$ cat src/hw/sse_regs.svh
`ifndef SSE_REGS_SVH
`define SSE_REGS_SVH
`define SSE_OP_SLEEP 16'h0003
`define SSE_OP_RBS 6'h15
`define SSE_OP_RMA 6'h17
`define SSE_OP_LMA 8'h08
`define SSE_ILO_MAX 8'h5f
`define SSE_ACC_RST 8'h00
`define SSE_WDT_RST 8'h00
`define SSE_POST_RST 8'h00
`endif

$ cat src/hw/sse_pkg.sv
package sse_pkg;
   typedef enum logic [1:0] {
      SSE_Q1 = 2'b00,
      SSE_Q2 = 2'b01,
      SSE_Q3 = 2'b10,
      SSE_Q4 = 2'b11
   } sse_phase_t;
   typedef enum logic [1:0] {
      SSE_OP_NONE = 2'b00,
      SSE_OP_RBS_K = 2'b01,
      SSE_OP_RMA_K = 2'b10,
      SSE_OP_LMA_K = 2'b11
   } sse_op_t;
endpackage

$ cat src/hw/sse_core.sv
`timescale 1ns/1ns
`include "sse_regs.svh"
module sse_core #(
   parameter int DW = 8
) (
   input wire logic clk,
   input wire logic reset,
   input wire logic [15:0] instr,
   input wire logic instr_valid,
   input wire logic ext_set_en,
   input wire logic [3:0] bank_select,
   input wire logic [7:0] fsr2_base,
   input wire logic [DW-1:0] reg_rdata,
   input wire logic carry_in,
   input wire logic wdt_wake,
   input wire logic other_wake,
   output logic [11:0] reg_addr,
   output logic reg_rd,
   output logic reg_wr,
   output logic [DW-1:0] reg_wdata,
   output logic [DW-1:0] acc,
   output logic flag_n,
   output logic flag_ov,
   output logic flag_c,
   output logic flag_dc,
   output logic flag_z,
   output logic power_down_flag,
   output logic watchdog_expiry_flag,
   output logic [7:0] wdt_count,
   output logic [7:0] wdt_post,
   output logic osc_run,
   output logic sleeping,
   output logic busy
);
   // Only the 8-bit datapath and flag logic are built
   if (DW != 8) begin
      $error("sse_core supports only DW = 8");
   end

   // ----------------------------------------
   // Phase and decode state
   // ----------------------------------------
   sse_pkg::sse_phase_t phase_q;
   sse_pkg::sse_op_t op_q;
   logic [7:0] f_q;
   logic [7:0] lit_q;
   logic dest_q;
   logic [DW-1:0] res_q;
   logic [DW:0] diff_d;
   logic [4:0] half_d;
   logic [DW-1:0] a_d;
   logic [DW-1:0] b_d;
   logic bin_d;
   logic ov_d;
   logic is_sleep;

   assign is_sleep = (instr == `SSE_OP_SLEEP);

   always_ff @(posedge clk) begin
      if (reset) begin
         phase_q <= sse_pkg::SSE_Q1;
         busy <= 1'b0;
      end else if (busy) begin
         unique case (phase_q)
            sse_pkg::SSE_Q1: phase_q <= sse_pkg::SSE_Q2;
            sse_pkg::SSE_Q2: phase_q <= sse_pkg::SSE_Q3;
            sse_pkg::SSE_Q3: phase_q <= sse_pkg::SSE_Q4;
            sse_pkg::SSE_Q4: begin
               phase_q <= sse_pkg::SSE_Q1;
               busy <= 1'b0;
            end
         endcase
      end else if (instr_valid && !sleeping && op_d_valid()) begin
         phase_q <= sse_pkg::SSE_Q2;
         busy <= 1'b1;
      end
   end

   function automatic logic op_d_valid();
      op_d_valid = (instr[15:10] == `SSE_OP_RBS)
         || (instr[15:10] == `SSE_OP_RMA)
         || (instr[15:8] == `SSE_OP_LMA);
   endfunction

   // Q1 decode: capture operands
   // Words offered while busy or asleep are dropped, not queued
   always_ff @(posedge clk) begin
      if (reset) begin
         op_q <= sse_pkg::SSE_OP_NONE;
         f_q <= 8'h00;
         lit_q <= 8'h00;
         dest_q <= 1'b0;
      end else if (!busy && instr_valid && !sleeping) begin
         if (instr[15:10] == `SSE_OP_RBS) begin
            op_q <= sse_pkg::SSE_OP_RBS_K;
         end else if (instr[15:10] == `SSE_OP_RMA) begin
            op_q <= sse_pkg::SSE_OP_RMA_K;
         end else if (instr[15:8] == `SSE_OP_LMA) begin
            op_q <= sse_pkg::SSE_OP_LMA_K;
         end else begin
            op_q <= sse_pkg::SSE_OP_NONE;
         end
         f_q <= instr[7:0];
         lit_q <= instr[7:0];
         dest_q <= (instr[15:8] == `SSE_OP_LMA) ? 1'b0 : instr[9];
      end
   end

   // ----------------------------------------
   // Register address formation
   // ----------------------------------------
   logic acc_bit_q;
   always_ff @(posedge clk) begin
      if (reset) begin
         acc_bit_q <= 1'b0;
      end else if (!busy && instr_valid) begin
         acc_bit_q <= instr[8];
      end
   end

   always_ff @(posedge clk) begin
      if (reset) begin
         reg_addr <= 12'h000;
      end else if (busy && phase_q == sse_pkg::SSE_Q1) begin
         reg_addr <= reg_addr;
      end else if (busy && phase_q == sse_pkg::SSE_Q2) begin
         if (!acc_bit_q && ext_set_en && f_q <= `SSE_ILO_MAX) begin
            reg_addr <= {4'h0, 8'(fsr2_base + f_q)};
         end else if (!acc_bit_q) begin
            reg_addr <= (f_q[7]) ? {4'hf, f_q} : {4'h0, f_q};
         end else begin
            reg_addr <= {bank_select, f_q};
         end
      end
   end

   // Read strobe lands on the same edge as the address, so it is a Q3 pulse
   always_ff @(posedge clk) begin
      if (reset) begin
         reg_rd <= 1'b0;
      end else begin
         reg_rd <= busy && phase_q == sse_pkg::SSE_Q2
            && op_q != sse_pkg::SSE_OP_LMA_K;
      end
   end

   // ----------------------------------------
   // Subtractor
   // ----------------------------------------
   // One shared subtractor; the opcode picks the operands and whether carry_in borrows
   always_comb begin
      a_d = acc;
      b_d = reg_rdata;
      bin_d = 1'b0;
      unique case (op_q)
         sse_pkg::SSE_OP_RBS_K: begin
            // acc minus f minus not carry
            a_d = acc;
            b_d = reg_rdata;
            bin_d = ~carry_in;
         end
         sse_pkg::SSE_OP_RMA_K: begin
            a_d = reg_rdata;
            b_d = acc;
         end
         sse_pkg::SSE_OP_LMA_K: begin
            a_d = lit_q;
            b_d = acc;
         end
         sse_pkg::SSE_OP_NONE: begin
            a_d = acc;
            b_d = reg_rdata;
         end
      endcase
      diff_d = {1'b0, a_d} - {1'b0, b_d} - {8'h00, bin_d};
      half_d = {1'b0, a_d[3:0]} - {1'b0, b_d[3:0]} - {4'h0, bin_d};
      ov_d = (a_d[7] != b_d[7]) && (diff_d[7] != a_d[7]);
   end

   // process in Q3, reading register data
   always_ff @(posedge clk) begin
      if (reset) begin
         res_q <= `SSE_ACC_RST;
      end else if (busy && phase_q == sse_pkg::SSE_Q3) begin
         res_q <= diff_d[7:0];
      end
   end

   // Flags settle in Q3, a cycle before the result lands
   // flags from the result
   always_ff @(posedge clk) begin
      if (reset) begin
         flag_n <= 1'b0;
         flag_ov <= 1'b0;
         flag_c <= 1'b0;
         flag_dc <= 1'b0;
         flag_z <= 1'b0;
      end else if (busy && phase_q == sse_pkg::SSE_Q3) begin
         flag_n <= diff_d[7];
         flag_ov <= ov_d;
         flag_c <= ~diff_d[8];
         flag_dc <= ~half_d[4];
         flag_z <= (diff_d[7:0] == 8'h00);
      end
   end

   // ----------------------------------------
   // Q4 write back
   // ----------------------------------------
   always_ff @(posedge clk) begin
      if (reset) begin
         acc <= `SSE_ACC_RST;
         reg_wr <= 1'b0;
         reg_wdata <= 8'h00;
      end else begin
         reg_wr <= 1'b0;
         if (busy && phase_q == sse_pkg::SSE_Q4) begin
            if (dest_q) begin
               reg_wr <= 1'b1;
               reg_wdata <= res_q;
            end else begin
               acc <= res_q;
            end
         end
      end
   end

   // ----------------------------------------
   // Sleep and watchdog
   // ----------------------------------------
   // Sleep needs no operand fetch, so it acts in its decode cycle
   logic sleep_go;
   assign sleep_go = instr_valid && !busy && !sleeping && is_sleep;

   always_ff @(posedge clk) begin
      if (reset) begin
         power_down_flag <= 1'b1;
         watchdog_expiry_flag <= 1'b1;
      end else if (sleep_go) begin
         power_down_flag <= 1'b0;
         watchdog_expiry_flag <= 1'b1;
      end else if (sleeping && wdt_wake) begin
         watchdog_expiry_flag <= 1'b0;
      end
   end

   // ----------------------------------------
   // Watchdog stand-in
   // ----------------------------------------
   // Free-running count so that the sleep clear can be seen at the pins;
   // the real timeout source stays outside and arrives on wdt_wake
   always_ff @(posedge clk) begin
      if (reset) begin
         wdt_count <= `SSE_WDT_RST;
      end else if (sleep_go) begin
         wdt_count <= `SSE_WDT_RST;
      end else begin
         wdt_count <= wdt_count + 8'h01;
      end
   end

   // Postscaler steps once per count wrap
   always_ff @(posedge clk) begin
      if (reset) begin
         wdt_post <= `SSE_POST_RST;
      end else if (sleep_go) begin
         wdt_post <= `SSE_POST_RST;
      end else if (wdt_count == 8'hff) begin
         wdt_post <= wdt_post + 8'h01;
      end
   end

   // Wake only from sleep; a wake request while awake is ignored
   always_ff @(posedge clk) begin
      if (reset) begin
         sleeping <= 1'b0;
         osc_run <= 1'b1;
      end else if (sleep_go) begin
         sleeping <= 1'b1;
         osc_run <= 1'b0;
      end else if (sleeping && (wdt_wake || other_wake)) begin
         sleeping <= 1'b0;
         osc_run <= 1'b1;
      end
   end
endmodule

$ cat config.mk
export PLATFORM = sky130hd
export DESIGN_NAME = sse_core
export DESIGN_NICKNAME = d
export VERILOG_FILES = /design/src/hw/sse_pkg.sv /design/src/hw/sse_core.sv
export VERILOG_INCLUDE_DIRS = /design/src /design/src/hw
export SDC_FILE = /design/constraint.sdc
export NUM_CORES = 1
export LEC_CHECK = 0
export CAP_MARGIN = 30
export CORE_MARGIN = 3
export CORE_UTILIZATION = 47
export CTS_CLUSTER_DIAMETER = 30
export DETAILED_ROUTE_END_ITERATION = 10
export DONT_BUFFER_PORTS = 1
export MAX_ROUTING_LAYER = met4
export PLACE_DENSITY_LB_ADDON = 0.15
export SLEW_MARGIN = 20
export SYNTH_ARGS = -nofsm -noshare
export SYNTH_HDL_FRONTEND = slang
export SYNTH_SLANG_ARGS = --single-unit
$ cat constraint.sdc
create_clock -name clk -period 6 [get_ports clk]
set_input_delay 1.2 -clock clk [delete_from_list [all_inputs] [get_ports clk]]
set_output_delay 1.2 -clock clk [all_outputs]
set_load 0.03 [all_outputs]
==> results of run 1 <==
==> worst max-delay path: cells and delay by family <==
kind                       cells  cell delay, ns
AOI/OAI and AO/OA              2            0.35
and+or+nand+nor                3            0.84
adders and majority gates      2            0.96
muxes                          1            0.26
xor gates and xnor gates       1            0.15
==> per-stage QoR <==
step           hold slack (ns)  worst slack, ns
3_5_place_dp            0.4641            2.197
3_3_place_gp            0.4575            2.278
5_1_grt                 0.4954            2.492
4_1_cts                 0.4741            2.571
2_1_floorplan           0.4454            2.351
6_report                0.4766            2.540
==> logic make-up (layout without fill, tap and decap cells) <==
| kind of cell | Yosys count | count (layout) | share of synthesized area |
|---|---|---|---|
| flip-flops | 77 | 77 | 0.3863 |
| XOR/XNOR | 25 | 25 | 0.05488 |
| adder cells (fa/ha/maj) | 29 | 29 | 0.09658 |
| buffers and inverters | 42 | 37 | 0.04014 |
| AND/OR/NAND/NOR | 203 | 203 | 0.2270 |
| multiplexers | 20 | 20 | 0.05394 |
| AO/OA/AOI/OAI | 93 | 93 | 0.1411 |
==> state kept, by name, summed over array words and instances (netlist names), 2 cells and up <==
| name | flops |
|---|---|
| wdt_post | 8 |
| op_q | 2 |
| res_q | 8 |
| wdt_count | 8 |
| acc | 8 |
| reg_addr | 12 |
| reg_wdata | 8 |
| lit_q | 8 |
| phase_q | 2 |
==> worst paths after layout <==
check,to,slack [ns],depth (start not counted),start
min,reg_wdata[2],0.48,2,res_q[2]
max reg2reg,flag_z,2.64,11,op_q[0]
max,flag_z,2.54,9,reg_rdata[0]
min reg2reg,reg_wdata[2],0.48,2,res_q[2]
==> cell usage in the layout, fill, tap and decap left out, drive strengths merged, types with 9 or more instances in the layout <==
cell and n:
nand3 13, mux2i 11, o21ai 14, inv 22, xor2 13, clkbuf 9
nand2 93, ha 26, xnor2 12, a21oi 47, nor2 52, dfxtp 77
a211oi 10, mux2 9
==> power groups by stage <==
stage                     Sequential [mW]  Clock [mW]  Combinational, mW
after floorplan                     0.538           0             0.0917
after global placement              0.543           0             0.0988
after detailed placement            0.544           0              0.101
after CTS                           0.532       0.510              0.102
after global routing                0.533       0.523              0.115
final                               0.531       0.496              0.102
==> area by class of cell <==
cell class | count | area share
tap | 102 | 0.02969
timing repair buffer | 2 | 0.003493
clock buffer | 9 | 0.02882
inverter | 19 | 0.01659
sequential | 77 | 0.3587
clock inverter | 7 | 0.03028
multi-input combinational | 370 | 0.5325
==> metal layers <==
| metal | GRT usage | wire (um) |
|---|---|---|
| met2 | 0.3393 | 4677 |
| met1 | 0.2389 | 4040 |
| met5 | - | 0 |
| met3 | 0.05714 | 677 |
| met4 | 0.06723 | 151 |
==> cell usage after synthesis (3+ instances only) <==
cell       n  share of area
nand2_1   93          0.087
dfxtp_1   77           0.39
nor2_1    52          0.049
a21oi_1   47          0.059
ha_1      26          0.082
inv_1     19          0.018
clkbuf_1  18          0.017
nand3_1   13          0.016
xor2_1    13          0.029
o21ai_0   12          0.015
xnor2_1   12          0.026
mux2i_1   11          0.028
a211oi_1  10          0.019
nor2b_1    8          0.013
mux2_2     7          0.020
nor3_1     7         0.0088
nand4_1    5         0.0078
a311oi_1   4         0.0088
a21o_1     3         0.0056
and3_1     3         0.0047
buf_1      3         0.0028
fa_1       3          0.015
nand2b_1   3         0.0047
nor4_1     3         0.0047
==> metrics.cfg, run 1 <==
[hold_path]
hold_class=reg -> reg

[sta]
grt_setup_unrepaired=no
min_period_over_period=0.5766
tightest_slew_ns=0.7732
hold_viol=0
max-slew-margin-rel=0.4826
tns_ns=0
maxSlewViolCount=0
finalCriticalPeriod_ns=3.460
clock_skew_ns=0.009088
setup_viol=0
fmax_ghz=0.2890

[critical_path]
critPathMostFrequentCell=fa_1
cp-end-kind=register
crit_chain=mux2_2, fa_1, fa_1, a21bo_2, nor2b_1, xnor2_1, or4_1, nor4_2, a21o_1
crit_type=in -> reg
crit_required_ns=6.30
worst_path_max_delay_cell=or4_1
slowest_delay_ns=0.53
path_max_fanout=2
worstSetupStartpointType=primary input
worst_ep_arrival_time_ns=3.76

[synthesis]
yosys_register_bits=77
async_reset_ff_frac=0
synth-edff-count=0
syn_area_per_cell_sq_um=8.160
syn_nets=561
synth_cell_types=50
ys_warn_count=0
syn_inst=489
synth_ff_type=dfxtp_1
ys_seq_area_frac=0.3863
netlist_area_sq_mm=0.003990

[clock_network]
clockBufferDepth=2
cts_max_level=3
clk_pin_slew_ns=0.09
cts_resized=0
cts.root.buffer_cell=clkbuf_8
cts_setup_buffers=0
cts_buffers=9
cts_hold_buffers=0
cts_sinks=77
cts_tree=yes
clkLatencyLatePin_ns=0.36

[die]
row_count=32
initial_core_util=0.5008
die_area_sq_mm=0.009631
core_sq_mm=0.007968
die_w_um=98.14
die_h_um=98.14
io_pins=99

[grt]
grt_max_degree=64
globalRoute.totalOverflow=0
track_usage=0.2042
antenna_found_initial=0
grt_pass1_vias=3172
grt_pass1_wl_um=15550

[cells_and_area]
regArea_sq_mm=0.001541
num-nets-final=551
multi_input_area_sq_mm=0.002288
insertedDiodeCount=0
final_area_sq_mm=0.004298
layoutNonFillerInstCount=586
fill_cells=772
fin_util=0.5394
syn2layout_area_growth_pct=7.714
layout-drive-gt1-share=0.06405

[power_and_ir_drop]
power_mw=1.129
cell_internal_pwr_mw=0.8464
pwr-share-comb=0.090
power.switching_mw=0.2830
p_clk_frac=0.440
seqPwrFrac=0.470
p_leak_nw=1.589
p_per_area_mw_per_mm2=262.8
switching_share=0.2506
ir_drop_mv=0.1304

[drt]
num_vias=3273
ant_nets=0
drt-total-wl_um=9546
drt_pass1_iterations=4
viasPerCell=5.585
post_drt_wl_per_cell_um=16.29
drt_iter0_drc=140
drc_errors=0

[placement]
hpwlAfterDp_um=7165
dp.cells=570
postPlaceCellArea_sq_mm=0.004044
port_buffers=0
gp_congestion=0.8707

[run_status]
status=complete, no violations

[job]
cap_violations=0

Power figures use the tool's default switching activity.
==> run 2: changes to the inputs <==
clock period = 3.5 ns   (was 6 ns; I/O delays follow)
==> run 2 against run 1 <==
Compared with the run above: wire length fell by 1.7%; register-to-register slack got worse by 2.2 ns; first-iteration DRC count fell by 28%; power rose by 51%; non-clock buffer count rose by 3; die area did not move; critical path type is now reg -> reg; highest routed layer unchanged.
==> metrics.cfg, run 2 (synthesis results as in run 1) <==
[drt]
ant_nets=0
drt_iter0_drc=101
viasPerCell=5.530
drt-total-wl_um=9381
drc_errors=0
num_vias=3257
post_drt_wl_per_cell_um=15.93
drt_pass1_iterations=4

[sta]
clock_skew_ns=0.01028
finalCriticalPeriod_ns=3.046
max-slew-margin-rel=0.5780
tns_ns=0
tightest_slew_ns=0.6282
grt_setup_unrepaired=no
whs_ns=0.4115
maxSlewViolCount=0
setup_viol=0
fmax_ghz=0.3283
fin_ws_ns=0.4542
hold_viol=0
min_period_over_period=0.8702

[placement]
port_buffers=0
dp_worst_setup_slack_ns=0.2761
gp_congestion=0.8359
hpwlAfterDp_um=7147

[critical_path]
crit_chain=mux2_2, fa_1, fa_1, a21bo_2, nor2b_1, xnor2_1, or4_1, nor4_2, a21o_1
crit_required_ns=3.80
path_max_fanout=4
slowest_delay_ns=0.52
critPathMostFrequentCell=fa_1
crit_type=reg -> reg
cp-end-kind=register
worst_ep_arrival_time_ns=3.35
worstSetupStartpointType=register
worst_path_max_delay_cell=or4_1

[grt]
grt_max_degree=64
met3_usage=0.07357
grt_pass1_wl_um=15280
globalRoute.totalOverflow=0
met2_usage=0.3382
grt.met1_usage=0.2266
antenna_found_initial=0
track_usage=0.2003
grt_pass1_vias=3133
grt_busiest_layer=met2

[clock_network]
cts_buffers=9
cts_setup_buffers=0
cts_resized=0
cts_max_level=3
clkLatencyLatePin_ns=0.35
clk_pin_slew_ns=0.09
cts_hold_buffers=0
cts.root.buffer_cell=clkbuf_8
clockBufferDepth=2
cts_sinks=77
cts_tree=yes

[die]
die_area_sq_mm=0.009631
row_count=32
initial_core_util=0.5008
die_h_um=98.14
io_pins=99
core_sq_mm=0.007968
die_w_um=98.14

[cells_and_area]
fill_cells=793
multi_input_area_sq_mm=0.002288
num-nets-final=554
largest_register=reg_addr
syn2layout_area_growth_pct=6.397
most-common-layout-cells=nand2_1, dfxtp_1, nor2_1
fin_util=0.5328
regArea_sq_mm=0.001541
layout-drive-gt1-share=0.06982
largest_reg_flops=12
insertedDiodeCount=0
final_common_cell=nand2_1

[power_and_ir_drop]
power_mw=1.702
ir_drop_mv=0.2110
p_leak_nw=1.564
p_per_area_mw_per_mm2=400.8

[run_status]
status=complete, no violations

[job]
cap_violations=0

[hold_path]
hold_class=in -> reg

## run 2: changes by cell type in the layout (fill, tap and decap cells not counted), sizes merged
cell | before | now
clkinv | 1 | 2
bufinv | 3 | 0
buf | 2 | 5
clkinvlp | 0 | 2
## run 2: power breakdown
group	switching (mW)	total, mW	leakage, nW	internal (mW)
Sequential	0.0218	0.908	0.623	0.886
Clock	0.353	0.617	0.0866	0.265
Combinational	0.0977	0.177	0.854	0.0791
Total	0.472	1.70	1.56	1.23
## run 2: path summary, 6_finish.rpt
kind | startpoint | to | slack, ns | cells after the start
max | acc[0] | flag_z | 0.45 | 9
min | reset | reg_wdata[3] | 0.41 | 1
max reg2reg | acc[0] | flag_z | 0.45 | 9
min reg2reg | res_q[0] | acc[0] | 0.47 | 2
## run 2: per-layer routing
metal	routed length, um	share of wire	up-vias
li1	-	-	1660
met1	3946	0.42	1493
met2	4566	0.49	94
met3	783	0.083	10
met4	85	0.0091	0
met5	0	0	-
## run 2: stage by stage
| step | instance area (sq um) | instances |
|---|---|---|
| global route | 4245 | 589 |
| floorplan | 3990 | 489 |
| detailed placement | 4066 | 573 |
| global placement | 4066 | 573 |
| CTS | 4245 | 589 |
| finish | 4245 | 589 |
## run 2: cell type report
class | count | area share
clock inverter | 7 | 0.01297
clock buffer | 9 | 0.02918
sequential | 77 | 0.3631
inverter | 19 | 0.01680
timing repair buffer | 5 | 0.008842
multi-input combinational | 370 | 0.5391
tap | 102 | 0.03006
## run 2: critical path, delay by kind of cell (launching register included)
family / cells / cell delay (ns)
flip-flops: 1 / 0.46
adder cells (fa/ha/maj): 2 / 0.89
AND/OR/NAND/NOR: 3 / 0.83
XOR/XNOR: 1 / 0.14
AO/OA/AOI/OAI: 2 / 0.33
multiplexers: 1 / 0.34
==> run 3: changes to the inputs <==
ABC_AREA = 1   (was not set)
CTS_BUF_LIST = sky130_fd_sc_hd__clkbuf_16   (was not set)
GPL_TIMING_DRIVEN = 0   (was not set)
==> run 3 against run 2 <==
Compared with the run above: critical endpoint unchanged; critical path type unchanged; global-route usage increased by 2.0 points; power increased by 29%; die area increased by 6.6%; utilization increased by 0.96 points; worst setup slack improved by 0.11 ns; area after synthesis increased by 7.1%; clock-buffer cell count unchanged; hold slack improved by 0.10 ns; largest cell class unchanged.
==> metrics.cfg, run 3 <==
[clock_network]
cts.root.buffer_cell=clkbuf_16
clk_pin_slew_ns=0.06
clockBufferDepth=2
cts_hold_buffers=0
cts_tree=yes
cts_max_level=3
cts_sinks=77
cts_setup_buffers=0
clkLatencyLatePin_ns=0.34
cts_resized=0
cts_buffers=9

[sta]
tns_ns=0
maxSlewViolCount=0
grt_setup_unrepaired=no
min_period_over_period=0.8395
max-slew-margin-rel=0.6033
tightest_slew_ns=0.5950
hold_viol=0
clock_skew_ns=0.007525
finalCriticalPeriod_ns=2.938
fmax_ghz=0.3403
setup_viol=0

[synthesis]
synth_most_common_cell=nand2_1
netlist_area_sq_mm=0.004273
synthTopCellsByArea=dfxtp_1, nand2_1, a21oi_1
ys_seq_area_frac=0.3608
synth_top_cell_by_area=dfxtp_1
ys_warn_count=0
yosysTopAreaCellShare=0.3608
yosys_register_bits=77
syn_inst=579
syn_area_per_cell_sq_um=7.380
synth_ff_type=dfxtp_1
ys_top_cells_by_count=nand2_1, inv_1, dfxtp_1, a21oi_1, nor2_1
syn_nets=651
synth-edff-count=0
async_reset_ff_frac=0
synth_cell_types=45

[cells_and_area]
final_common_cell=nand2_1
syn2layout_area_growth_pct=11.24
layout-drive-gt1-share=0.08235
fill_cells=869
largest_reg_flops=12
largest_register=reg_addr
num-nets-final=662
insertedDiodeCount=0
most-common-layout-cells=nand2_1, inv_1, dfxtp_1
final_area_sq_mm=0.004753

[critical_path]
worst_ep_arrival_time_ns=3.14
cp-end-kind=register
crit_required_ns=3.70
crit_type=reg -> reg
path_max_fanout=10
r2r-start=op_q[1]
worstSetupStartpointType=register
crit_start=op_q[1]
cp-endpoint=flag_z
regToRegSetupSlack_ns=0.56
reg2regPathDepth=13
worstReg2RegEnd=flag_z

[drt]
drt_iter0_drc=125
drt_pass1_iterations=5
dr_wl_met2_um=4985
top_layer=met4
viasPerCell=5.444
post_drt_wl_per_cell_um=15.39
met3_length_um=773
ant_nets=0
drt-total-wl_um=10820
num_vias=3827
drc_errors=0
wl_met1_um=4842

[placement]
port_buffers=0
gp_congestion=0.9261
hpwlAfterDp_um=8582
postPlaceCellArea_sq_mm=0.004408

[die]
initial_core_util=0.4876
die_area_sq_mm=0.01027
io_pins=99
core_sq_mm=0.008763
die_h_um=101.3
die_w_um=101.3
row_count=34

[hold_path]
hold_class=reg -> reg

[grt]
globalRoute.totalOverflow=0
grt_pass1_vias=3549
antenna_found_initial=0
grt_max_degree=15
grt_pass1_wl_um=17330
track_usage=0.2205

[run_status]
status=complete, no violations

[power_and_ir_drop]
p_per_area_mw_per_mm2=461.5
p_leak_nw=2.081
ir_drop_mv=0.2858

[job]
cap_violations=0

-- run 3: critical path: stages (launching register included) --
cell and delay, ns:
dfxtp_1 0.38, buf_6 0.17, clkbuf_1 0.31, o21ai_0 0.20
fa_1 0.49, fa_1 0.46, nand2_1 0.09, a21oi_1 0.09
xor2_1 0.24, nor2_1 0.08, nand4_1 0.10, nor2_1 0.06
nor2_1 0.09, nor2_1 0.04
-- run 3: kinds of logic (layout without fill, tap and decap cells) --
kind of cell / Yosys count / in the layout / synth area share
buffers and inverters: 104 / 120 / 0.09868
xor gates and xnor gates: 8 / 8 / 0.01640
AOI/OAI and AO/OA: 132 / 132 / 0.1698
DFF: 77 / 77 / 0.3608
adders and majority gates: 29 / 29 / 0.09019
and+or+nand+nor: 229 / 229 / 0.2641
-- run 3: how the worst min path moves through the flow --
stage | start | to | slack (ns) | cells past startpoint
finish | res_q[1] | reg_wdata[1] | 0.51 | 2
global route | instr[9] | dest_q | 0.53 | 2
CTS | instr[9] | dest_q | 0.51 | 2
detailed placement | res_q[1] | reg_wdata[1] | 0.51 | 2
global placement | res_q[4] | acc[4] | 0.50 | 2
floorplan | lit_q[4] | lit_q[4] | 0.46 | 2
-- run 3: final cells by class --
type	count	area (sq um)	share of cell area
Tap cell	108	135.1	0.02843
Sequential cell	77	1541	0.3243
Inverter	88	330.3	0.06949
Clock inverter	7	120.1	0.02527
Buffer	16	91.34	0.01922
Clock buffer	9	225.2	0.04738
Multi-Input combinational cell	398	2310	0.4859
-- run 3: metrics by stage --
stage	setup WS [ns]	hold slack [ns]	utilization	cells	total power [mW]
after floorplan	0.8939	0.4607	-	579	1.089
after global placement	0.5316	0.5049	0.5030	687	1.136
after detailed placement	0.5342	0.5096	0.5030	687	1.140
after CTS	0.5359	0.5113	0.5424	703	2.211
after global routing	0.2672	0.5261	0.5424	703	2.283
final	0.5616	0.5137	0.5424	703	2.194
-- run 3: power by group --
group	switching (mW)	total [mW]	internal, mW
Sequential	0.0190	0.908	0.889
Clock	0.372	1.07	0.700
Combinational	0.138	0.213	0.0746
-- run 3: layer usage --
layer / vias up / global-route usage
met5: - / -
met4: 0 / 0.08793
met3: 16 / 0.04752
met2: 118 / 0.3385
met1: 1743 / 0.2827
li1: 1950 / -
